--- src/cpe_map.svh ---
/*
 * register map, field positions and reset values of the charger
 * emulation profile enable bank.
 * assumes a 32-bit classic wishbone slave, one register per word.
 */
`ifndef CPE_MAP_SVH
`define CPE_MAP_SVH

// printed register indices; byte address is four times the index
`define CPE_STD_INDEX      8'h20
`define CPE_LEG_INDEX      8'h21
`define CPE_STD_ADDR       {`CPE_STD_INDEX, 2'b00}
`define CPE_LEG_ADDR       {`CPE_LEG_INDEX, 2'b00}

`define CPE_STD_RESET      8'h16
`define CPE_LEG_RESET      8'h00
`define CPE_STD_MASK       8'h17
`define CPE_LEG_MASK       8'h7f

`define CPE_DCP_DIS_BIT    4
`define CPE_RSVD_MSB       2
`define CPE_LEG_MSB        6

// mode pin pattern {pin_a, pin_b} that selects dedicated dcp mode
`define CPE_DCP_MODE_PINS  2'b11

`endif

--- src/cpe_pkg.sv ---
/*
 * types shared by the profile enable bank and its bus slave.
 * assumes cpe_map.svh supplies the numeric constants.
 */
package cpe_pkg;

    typedef struct packed {
        logic        cyc;
        logic        stb;
        logic        we;
        logic [9:0]  adr;
        logic [3:0]  sel;
        logic [31:0] dat;
    } cpe_wb_req_s;

    typedef struct packed {
        logic       dcp;
        logic [6:0] legacy;
    } cpe_profile_s;

    typedef enum logic [1:0] {
        CPE_REG_NONE,
        CPE_REG_STD,
        CPE_REG_LEG
    } cpe_reg_e;

    typedef enum logic {
        CPE_IDLE,
        CPE_ACK
    } cpe_bus_e;

endpackage

--- src/cpe_regs.sv ---
/*
 * charger emulation profile enable bank: one standard-profile register
 * and one legacy-profile register on a classic wishbone slave, and the
 * profile eligibility they steer.
 * assumes one clock, synchronous reset, and that the emulation cycle
 * logic outside reads the eligibility outputs.
 */
// Summary of operation
// - bit four withholds dcp profile from cycle
// - dedicated dcp mode overrides the disable bit
// - disable bit set: dcp profile withheld unless in dedicated mode
// - disable bit clear: dcp profile included
// - legacy bit n-1 withholds legacy profile n
// - legacy bits zero: eligible; reset to zero
// - both registers keep contents through sleep
`timescale 1ns/1ns
`include "cpe_map.svh"

module cpe_regs
(
    input  wire logic        clk_i,
    input  wire logic        rst_i,
    input  wire logic        wb_cyc_i,
    input  wire logic        wb_stb_i,
    input  wire logic        wb_we_i,
    input  wire logic [9:0]  wb_adr_i,
    input  wire logic [3:0]  wb_sel_i,
    input  wire logic [31:0] wb_dat_i,
    output logic      [31:0] wb_dat_o,
    output logic             wb_ack_o,
    input  wire logic        mode_select_pin_a_i,
    input  wire logic        mode_select_pin_b_i,
    input  wire logic        emulation_allow_i,
    input  wire logic        sleep_i,
    output logic             dedicated_mode_o,
    output logic             dcp_profile_allow_o,
    output logic      [6:0]  legacy_profile_allow_o
);

    cpe_pkg::cpe_wb_req_s  req;
    cpe_pkg::cpe_reg_e     reg_sel;
    cpe_pkg::cpe_profile_s allow_d;
    cpe_pkg::cpe_profile_s allow_q;
    logic                  take;
    logic                  wr;
    logic                  dedicated;
    logic [7:0]            std_d;
    logic [7:0]            std_q;
    logic [7:0]            leg_d;
    logic [7:0]            leg_q;
    logic [31:0]           rdata_d;
    logic [31:0]           rdata_q;
    logic                  dedicated_q;

    assign req = '{cyc: wb_cyc_i, stb: wb_stb_i, we: wb_we_i,
                   adr: wb_adr_i, sel: wb_sel_i, dat: wb_dat_i};

    cpe_wb_slave u_slave
    (
        .clk_i  (clk_i),
        .rst_i  (rst_i),
        .req_i  (req),
        .take_o (take),
        .wr_o   (wr),
        .reg_o  (reg_sel),
        .ack_o  (wb_ack_o)
    );

    // register contents: only bus writes and reset change them, so sleep leaves
    // them as they are
    always_comb
    begin
        std_d = std_q;
        leg_d = leg_q;
        if (wr && reg_sel == cpe_pkg::CPE_REG_STD)
            std_d = req.dat[7:0] & `CPE_STD_MASK;
        if (wr && reg_sel == cpe_pkg::CPE_REG_LEG)
            leg_d = req.dat[7:0] & `CPE_LEG_MASK;
    end

    always_ff @(posedge clk_i)
    begin
        if (rst_i)
        begin
            std_q <= `CPE_STD_RESET;
            leg_q <= `CPE_LEG_RESET;
        end
        else
        begin
            std_q <= std_d;
            leg_q <= leg_d;
        end
    end

    // read data is captured when the request is taken, so it stands
    // in a flop for the whole ack cycle
    always_comb
    begin
        rdata_d = rdata_q;
        if (take)
        begin
            case (reg_sel)
                cpe_pkg::CPE_REG_STD:
                    rdata_d = {24'h000000, std_q};
                cpe_pkg::CPE_REG_LEG:
                    rdata_d = {24'h000000, leg_q};
                default:
                    rdata_d = 32'h00000000;
            endcase
        end
    end

    always_ff @(posedge clk_i)
    begin
        if (rst_i)
            rdata_q <= 32'h00000000;
        else
            rdata_q <= rdata_d;
    end

    assign wb_dat_o = rdata_q;

    // profile eligibility; mode pins are taken as synchronous
    assign dedicated = emulation_allow_i &&
        ({mode_select_pin_a_i, mode_select_pin_b_i} == `CPE_DCP_MODE_PINS);

    always_comb
    begin
        // dedicated mode wins: the disable bit would otherwise leave
        // the port with no profile at all
        allow_d.dcp    = dedicated ||
                         !std_q[`CPE_DCP_DIS_BIT];
        allow_d.legacy = ~leg_q[`CPE_LEG_MSB:0];
    end

    always_ff @(posedge clk_i)
    begin
        if (rst_i)
        begin
            allow_q     <= '0;
            dedicated_q <= 1'b0;
        end
        else
        begin
            allow_q     <= allow_d;
            dedicated_q <= dedicated;
        end
    end

    assign dcp_profile_allow_o    = allow_q.dcp;
    assign legacy_profile_allow_o = allow_q.legacy;
    assign dedicated_mode_o       = dedicated_q;
endmodule // cpe_regs

--- src/cpe_wb_slave.sv ---
/*
 * classic wishbone slave front end: decodes the address, answers every
 * request with a one-cycle ack one edge after it is taken.
 * assumes the master holds its request until it samples ack.
 */
`timescale 1ns/1ns
`include "cpe_map.svh"

module cpe_wb_slave
(
    input  wire logic                clk_i,
    input  wire logic                rst_i,
    input  wire cpe_pkg::cpe_wb_req_s req_i,
    output logic                     take_o,
    output logic                     wr_o,
    output cpe_pkg::cpe_reg_e        reg_o,
    output logic                     ack_o
);

    cpe_pkg::cpe_bus_e state_d;
    cpe_pkg::cpe_bus_e state_q;

    always_comb
    begin
        if (req_i.adr == `CPE_STD_ADDR)
            reg_o = cpe_pkg::CPE_REG_STD;
        else if (req_i.adr == `CPE_LEG_ADDR)
            reg_o = cpe_pkg::CPE_REG_LEG;
        else
            reg_o = cpe_pkg::CPE_REG_NONE;
    end

    always_comb
    begin
        take_o  = 1'b0;
        state_d = state_q;
        case (state_q)
            cpe_pkg::CPE_IDLE:
            begin
                if (req_i.cyc && req_i.stb)
                begin
                    take_o  = 1'b1;
                    state_d = cpe_pkg::CPE_ACK;
                end
            end
            cpe_pkg::CPE_ACK:
                state_d = cpe_pkg::CPE_IDLE;
            default:
                state_d = cpe_pkg::CPE_IDLE;
        endcase
    end

    always_ff @(posedge clk_i)
    begin
        if (rst_i)
            state_q <= cpe_pkg::CPE_IDLE;
        else
            state_q <= state_d;
    end

    assign ack_o = (state_q == cpe_pkg::CPE_ACK);
    // the write lands on the edge where the master samples ack;
    // only byte lane 0 carries register bits
    assign wr_o  = ack_o && req_i.we && req_i.sel[0];

endmodule // cpe_wb_slave

--- config.mk ---
export PLATFORM = sky130hd
export DESIGN_NAME = cpe_regs
export DESIGN_NICKNAME = d
export VERILOG_FILES = /design/src/cpe_pkg.sv /design/src/cpe_regs.sv /design/src/cpe_wb_slave.sv
export VERILOG_INCLUDE_DIRS = /design/src /design/src/src
export SDC_FILE = /design/constraint.sdc
export NUM_CORES = 1
export LEC_CHECK = 0
export ABC_CLOCK_PERIOD_IN_PS = 4700
export BUFFER_PORTS_ARGS = -buffer_cell sky130_fd_sc_hd__buf_2
export CAP_MARGIN = 20
export CORE_MARGIN = 2
export CORE_UTILIZATION = 28
export CTS_BUF_LIST = sky130_fd_sc_hd__clkbuf_4
export DETAILED_ROUTE_END_ITERATION = 16
export HOLD_SLACK_MARGIN = 0.15
export MAX_ROUTING_LAYER = met4
export SLEW_MARGIN = 0
export SYNTH_ARGS = -nofsm -noshare
export SYNTH_HDL_FRONTEND = slang
export SYNTH_SLANG_ARGS = --single-unit
--- constraint.sdc ---
create_clock -name clk_i -period 4.7 [get_ports clk_i]
set_clock_uncertainty 0.05 [all_clocks]
set_input_delay 0.94 -clock clk_i [delete_from_list [all_inputs] [get_ports clk_i]]
set_output_delay 0.94 -clock clk_i [all_outputs]
set_load 0.05 [all_outputs]
==> results of run 1 <==
cells in the mapped netlist:
library cell,n,area share
buf_4,25,0.15
nand2_1,8,0.025
clkbuf_1,4,0.012
dfxtp_1,28,0.46
nor3_2,1,0.0082
a21oi_1,3,0.012
mux2i_1,8,0.066
or4_1,1,0.0062
nor2_1,22,0.068
nor4_1,1,0.0052
nand3_1,8,0.033
nor2b_1,3,0.015
nor4_4,2,0.035
or2_2,2,0.010
a311oi_1,4,0.029
a211o_1,3,0.022
o21bai_1,1,0.0062
conb_1,1,0.0031
or4b_4,1,0.011
and4b_1,1,0.0082
or4b_1,1,0.0082
through the flow:
stage               total power [uW]    util  area, sq um  setup slack (ns)  hold slack, ns
finish                         500.1  0.3494         1428             2.273          0.4046
global route                   519.4  0.3494         1428             2.231          0.4185
CTS                            504.2  0.3494         1428             2.255          0.4028
detailed placement             347.4  0.3365         1375             1.886          0.3803
global placement               346.8  0.3365         1375             1.888          0.3785
floorplan                      344.7       -         1305             2.202          0.3628
area by class of cell:
cell class | instances | area [sq um]
Clock inverter | 1 | 30.03
Tap cell | 50 | 62.56
Timing Repair Buffer | 42 | 210.2
Multi-Input combinational cell | 95 | 541.8
Fill cell | 433 | 2659
Sequential cell | 28 | 560.5
Clock buffer | 3 | 22.52
report_power, final:
group / leakage [uW] / internal, uW / switching [uW] / total, uW
Combinational: 0.000373 / 15.8 / 80.9 / 96.6
Sequential: 0.000229 / 243 / 2.01 / 246
Clock: 0.0000279 / 86.3 / 71.6 / 158
worst paths after layout:
check                startpoint                         to  slack, ns  depth (start not counted)
setup / recovery    wb_adr_i[5]                   leg_q[4]       2.27                          5
hold / removal         leg_q[3]  legacy_profile_allow_o[3]       0.40                          1
hold reg to reg        leg_q[3]  legacy_profile_allow_o[3]       0.40                          1
setup reg to reg  u_slave.ack_o                   leg_q[4]       3.05                          4
cell families (layout without fill, tap and decap cells):
logic type / Yosys count / count (layout) / share of synthesized area
AOI/OAI and AO/OA: 11 / 11 / 0.06900
other: 1 / 25 / 0.003087
and+or+nand+nor: 51 / 51 / 0.2338
muxes: 8 / 8 / 0.06591
buffers and inverters: 29 / 46 / 0.1668
DFF: 28 / 28 / 0.4614
placed cells by master (no fill, tap or decap):
master | netlist | routed
or2_2 | 2 | 2
or4b_1 | 1 | 1
nor4_1 | 1 | 1
dfxtp_1 | 28 | 28
a311oi_1 | 4 | 4
mux2i_1 | 8 | 8
clkbuf_4 | 0 | 3
or4_1 | 1 | 1
buf_2 | 0 | 42
nand2_1 | 8 | 8
nor2_1 | 22 | 22
bufinv_16 | 0 | 1
a21oi_1 | 3 | 3
or4b_4 | 1 | 1
conb_1 | 1 | 25
nor3_2 | 1 | 1
nor2b_1 | 3 | 3
nor4_4 | 2 | 2
and4b_1 | 1 | 1
nand3_1 | 8 | 8
a211o_1 | 3 | 3
o21bai_1 | 1 | 1
registers in the layout, summed over array words and instances, names as in the netlist:
register                cells
leg_q                       7
legacy_profile_allow_o      7
wb_dat_o                    7
std_q                       4
dcp_profile_allow_o         1
dedicated_mode_o            1
u_slave.ack_o               1
layer usage:
metal | GRT usage | wire, microns | vias to the layer above
met4 | 0.03846 | 31 | 0
met1 | 0.1208 | 1061 | 406
met5 | - | 0 | -
li1 | - | - | 467
met2 | 0.1238 | 979 | 48
met3 | 0.03175 | 254 | 4
critical path, cell delays in order:
cell and delay, ns:
buf_2 0.10, or4b_4 0.58, nor4_4 0.67, mux2i_1 0.25, nor2_1 0.05
==> reports/qor.csv, run 1 <==
metric,value,unit
post_cts_resized,0,
syn_area_per_cell,9.492,sq um
clock_path_buffers,2,
gr-usage-all-layers,0.09074,
wl,2327,microns
ant_nets,0,
hold_buffers,0,
post_synth_num_cell_types,21,
critical_path_class,input pin to register,
slew_headroom,0.4874,
hold_violations,0,
dieArea,4882,sq um
drcViolationCount,0,
synth_area,1215,sq um
antenna_found_initial,0,
clk_latency,0.33,ns
hp-class,register to register,
dp.cells,215,
clkSinkCount,28,
grt_max_degree,29,
cap_violations,0,
critPathCaptureType,register,
io_pins,97,
start_util,0.2973,
gp_congestion,0.7833,
ys_warn_count,0,
final_cells,219,
initialDrtViolationCount,64,
fp.dieH,69.87,microns
root_buffer,clkbuf_4,
synth-seq-cells,28,
grt_pass1_wl,3401,microns
finalSetupViolCount,0,
status,"complete, no violations",
tightest_slew,0.7661,ns
nNetsFinal,225,
core_area,4086,sq um
yosysSeqAreaShare,0.4614,
setup_tns,0,ns
crit_fanout,7,
wl_per_cell,10.63,microns
tritoncts,built,
antenna_cells,0,
numCtsBuffers,3,
grt_overflow,0,
slew_violations,0,
dieWidth,69.87,microns
rsz0062_at_grt,no,
vias_per_cell,4.224,
h-tree-depth,1,
dr.pass1.iters,4,
power.density,350.3,nW/um^2
cts_setup_buffers,0,
ir_worst_vdd,0.09931,mV
grt_pass1_vias,709,
syn_to_final_growth,17.51,%
synthCells,128,
start_kind,input pin,
dp_hpwl,1751,microns
fin_crit,2.427,ns
power_leakage,0.0006306,uW
fin_crit_sh,0.5163,
placementRows,23,
vias,925,
cp.required,4.86,ns
cts.reportedPaths.clkPinSlew,0.16,ns
crit_arrival,2.59,ns
drive_gt1_frac,0.3077,
io_buffers,42,
fmax,0.4121,GHz
No activity file was read; power rests on OpenSTA's default activity.
==> inputs of run 2 (changes only) <==
Settings changed: ABC_AREA from default to 1, ABC_CLOCK_PERIOD_IN_PS 4700 to 2000.
Clock period 4.7 ns to 2 ns, I/O delays scaled along.
==> reports/qor.csv, run 2 <==
metric,value,unit,change
grt_pass1_vias,917,,+29%
final_common_cell,buf_2,,
grt_pass1_wl,4071,microns,+20%
hold_buffers,0,,unchanged
switching_power,384.0,uW,+150%
start_util,0.2942,,-0.003070
ys_warn_count,0,,unchanged
slew_violations,0,,unchanged
nNetsFinal,272,,+21%
dp_hpwl,1854,microns,+5.9%
root_buffer,clkbuf_4,,
status,"complete, no violations",,
clock_path_buffers,2,,unchanged
cts_setup_buffers,0,,unchanged
design_area,1469,sq um,+2.9%
io_buffers,42,,unchanged
placementRows,24,,+4.3%
yosysSeqAreaShare,0.4345,,-0.02685
synth_commonest_cells,"38 x nor2_1, 29 x nand2_1, 28 x dfxtp_1",,
syn_to_final_growth,13.87,%,
hp-class,input pin to register,,
core_area,4384,sq um,+7.3%
fin_crit,1.449,ns,
syn_area_per_cell,7.371,sq um,-22%
slowest_delay,0.40,ns,-0.27 ns
power.density,732.7,nW/um^2,+110%
synthFlopType,dfxtp_1,,
cpLargestDelayFamily,flip-flops,,
antenna_found_initial,0,,unchanged
critical_path_class,register to output pin,,
h-tree-depth,1,,unchanged
synth_top_area_share,0.4345,,-0.02685
hold_path_end,leg_q[5],,
ant_nets,0,,unchanged
final_cell_mix,"42 x buf_2, 38 x nor2_1, 29 x nand2_1",,
grt_overflow,0,,unchanged
tritoncts,built,,
fillCellCount,493,,+14%
clkSinkCount,28,,unchanged
sequentialPowerShare,0.541,,+0.050
power.internal,692.3,uW,+100%
r2r_start,u_slave.ack_o,,
reg2reg_depth,6,,+2
cp.required,1.55,ns,-3.31 ns
power_leakage,0.0007965,uW,+26%
io_pins,97,,unchanged
crit_fanout,4,,-3
yosysMostFrequentCell,nor2_1,,
min_from,wb_dat_i[5],,
place_area,1443,sq um,+4.9%
dr.pass1.iters,4,,unchanged
vias,1057,,+14%
finalSetupViolCount,0,,unchanged
gp_congestion,0.7301,,-6.8%
fp.dieH,71.88,microns,+2.9%
antenna_cells,0,,unchanged
final_util,0.3350,,-0.01431
wl,2534,microns,+8.9%
dieWidth,71.88,microns,+2.9%
crit_arrival,1.00,ns,-1.59 ns
gr-usage-all-layers,0.1016,,+0.01086
yosysTopAreaCell,dfxtp_1,,
rsz0062_at_grt,no,,
synth_area,1290,sq um,+6.2%
pwr-share-comb,0.237,,+0.044
start_kind,register,,
cp_num_buf_inv,1,,unchanged
cp_cell_sequence,buf_2,,
synth-seq-cells,28,,unchanged
async_flop_share,0,,unchanged
post_synth_num_cell_types,17,,-19%
setup_tns,0,ns,unchanged
r2r_slack,0.86,ns,-2.19 ns
post_cts_resized,0,,unchanged
dp.cells,264,,+23%
clk_latency,0.33,ns,about the same
hold_depth,3,,+2
dieArea,5166,sq um,+5.8%
grt_max_degree,16,,-45%
critPathCaptureType,output pin,,
numCtsBuffers,3,,unchanged
ys_top_cells_by_area,"dfxtp_1 43%, buf_4 15%, nor2_1 11%",,
hold_slack,0.2285,ns,-0.1761 ns
clkPwrFrac,0.222,,-0.094
hold_violations,0,,unchanged
cts.reportedPaths.clkPinSlew,0.15,ns,about the same
synth_edf_count,0,,unchanged
r2r_end,leg_q[0],,
initialDrtViolationCount,56,,-13%
ir_worst_vdd,0.3660,mV,+270%
fmax,0.6899,GHz,
drive_gt1_frac,0.2315,,-0.07621
p_sw_frac,0.3568,,+0.04781
vias_per_cell,3.944,,-6.6%
crit_slowest_cell,dfxtp_1,,
drcViolationCount,0,,unchanged
cap_violations,0,,unchanged
wl_per_cell,9.455,microns,-11%
fin_crit_sh,0.7247,,
final_cells,268,,+22%
synthCells,175,,+37%
==> run 2: cell types whose count changed in the layout (fill, tap and decap cells not counted), moves of 3 or more <==
cell	previous run	this run
nand2_1	8	29
inv_1	0	16
nor2_1	22	38
nand3_1	8	20
mux2i_1	8	0
a311oi_1	4	0
a211o_1	3	0
nor2b_1	3	0
o21ai_0	0	3
==> run 2: logic make-up (layout without fill, tap and decap cells) <==
family / Yosys count / after routing / share of synthesized area
other cells: 1 / 25 / 0.002907
buf+inv: 47 / 64 / 0.2202
compound gates: 7 / 7 / 0.02716
flops: 28 / 28 / 0.4345
simple gates: 92 / 92 / 0.3152
==> run 2: tightest hold or removal path, cell delays in order <==
cell and delay [ns]:
buf_2 0.08, nor2_1 0.03, nor2_1 0.08
==> run 2: worst max path at each step <==
| stage | startpoint | end | slack [ns] | depth (start not counted) |
|---|---|---|---|---|
| after floorplan | u_slave.ack_o | leg_q[0] | 0.57 | 6 |
| after global placement | wb_adr_i[1] | leg_q[6] | 0.42 | 7 |
| after detailed placement | wb_adr_i[1] | leg_q[3] | 0.41 | 8 |
| after CTS | u_slave.ack_o | wb_ack_o | 0.53 | 1 |
| after global routing | u_slave.ack_o | wb_ack_o | 0.51 | 1 |
| final | u_slave.ack_o | wb_ack_o | 0.55 | 1 |
==> run 2: layout make-up <==
| class | count | area, sq um | area share |
|---|---|---|---|
| tap | 52 | 65.06 | 0.04429 |
| multi-input combinational | 124 | 535.5 | 0.3646 |
| clock buffer | 3 | 22.52 | 0.01533 |
| inverter | 17 | 63.81 | 0.04344 |
| timing repair buffer | 43 | 217.7 | 0.1482 |
| clock inverter | 1 | 3.754 | 0.002555 |
| sequential | 28 | 560.5 | 0.3816 |
==> run 2: stage by stage <==
stage | setup slack, ns | power, uW
floorplan | 0.5737 | 835.2
global placement | 0.4152 | 849.4
detailed placement | 0.4059 | 850.2
CTS | 0.5274 | 1092
global route | 0.5075 | 1125
finish | 0.5506 | 1076
==> run 2: power groups by stage <==
| stage | logic, uW | clock network [uW] | registers (uW) |
|---|---|---|---|
| floorplan | 177 | 0 | 658 |
| global placement | 255 | 0 | 594 |
| detailed placement | 256 | 0 | 594 |
| CTS | 257 | 253 | 582 |
| global route | 269 | 272 | 584 |
| finish | 255 | 239 | 582 |
==> run 2: metal layers <==
layer  wire length (microns)  track usage  vias to the layer above
li1                        -            -                      566
met1                    1085       0.1167                      440
met2                    1189       0.1728                       49
met3                     246      0.03516                        2
met4                      12      0.01887                        0
met5                       0            -                        -
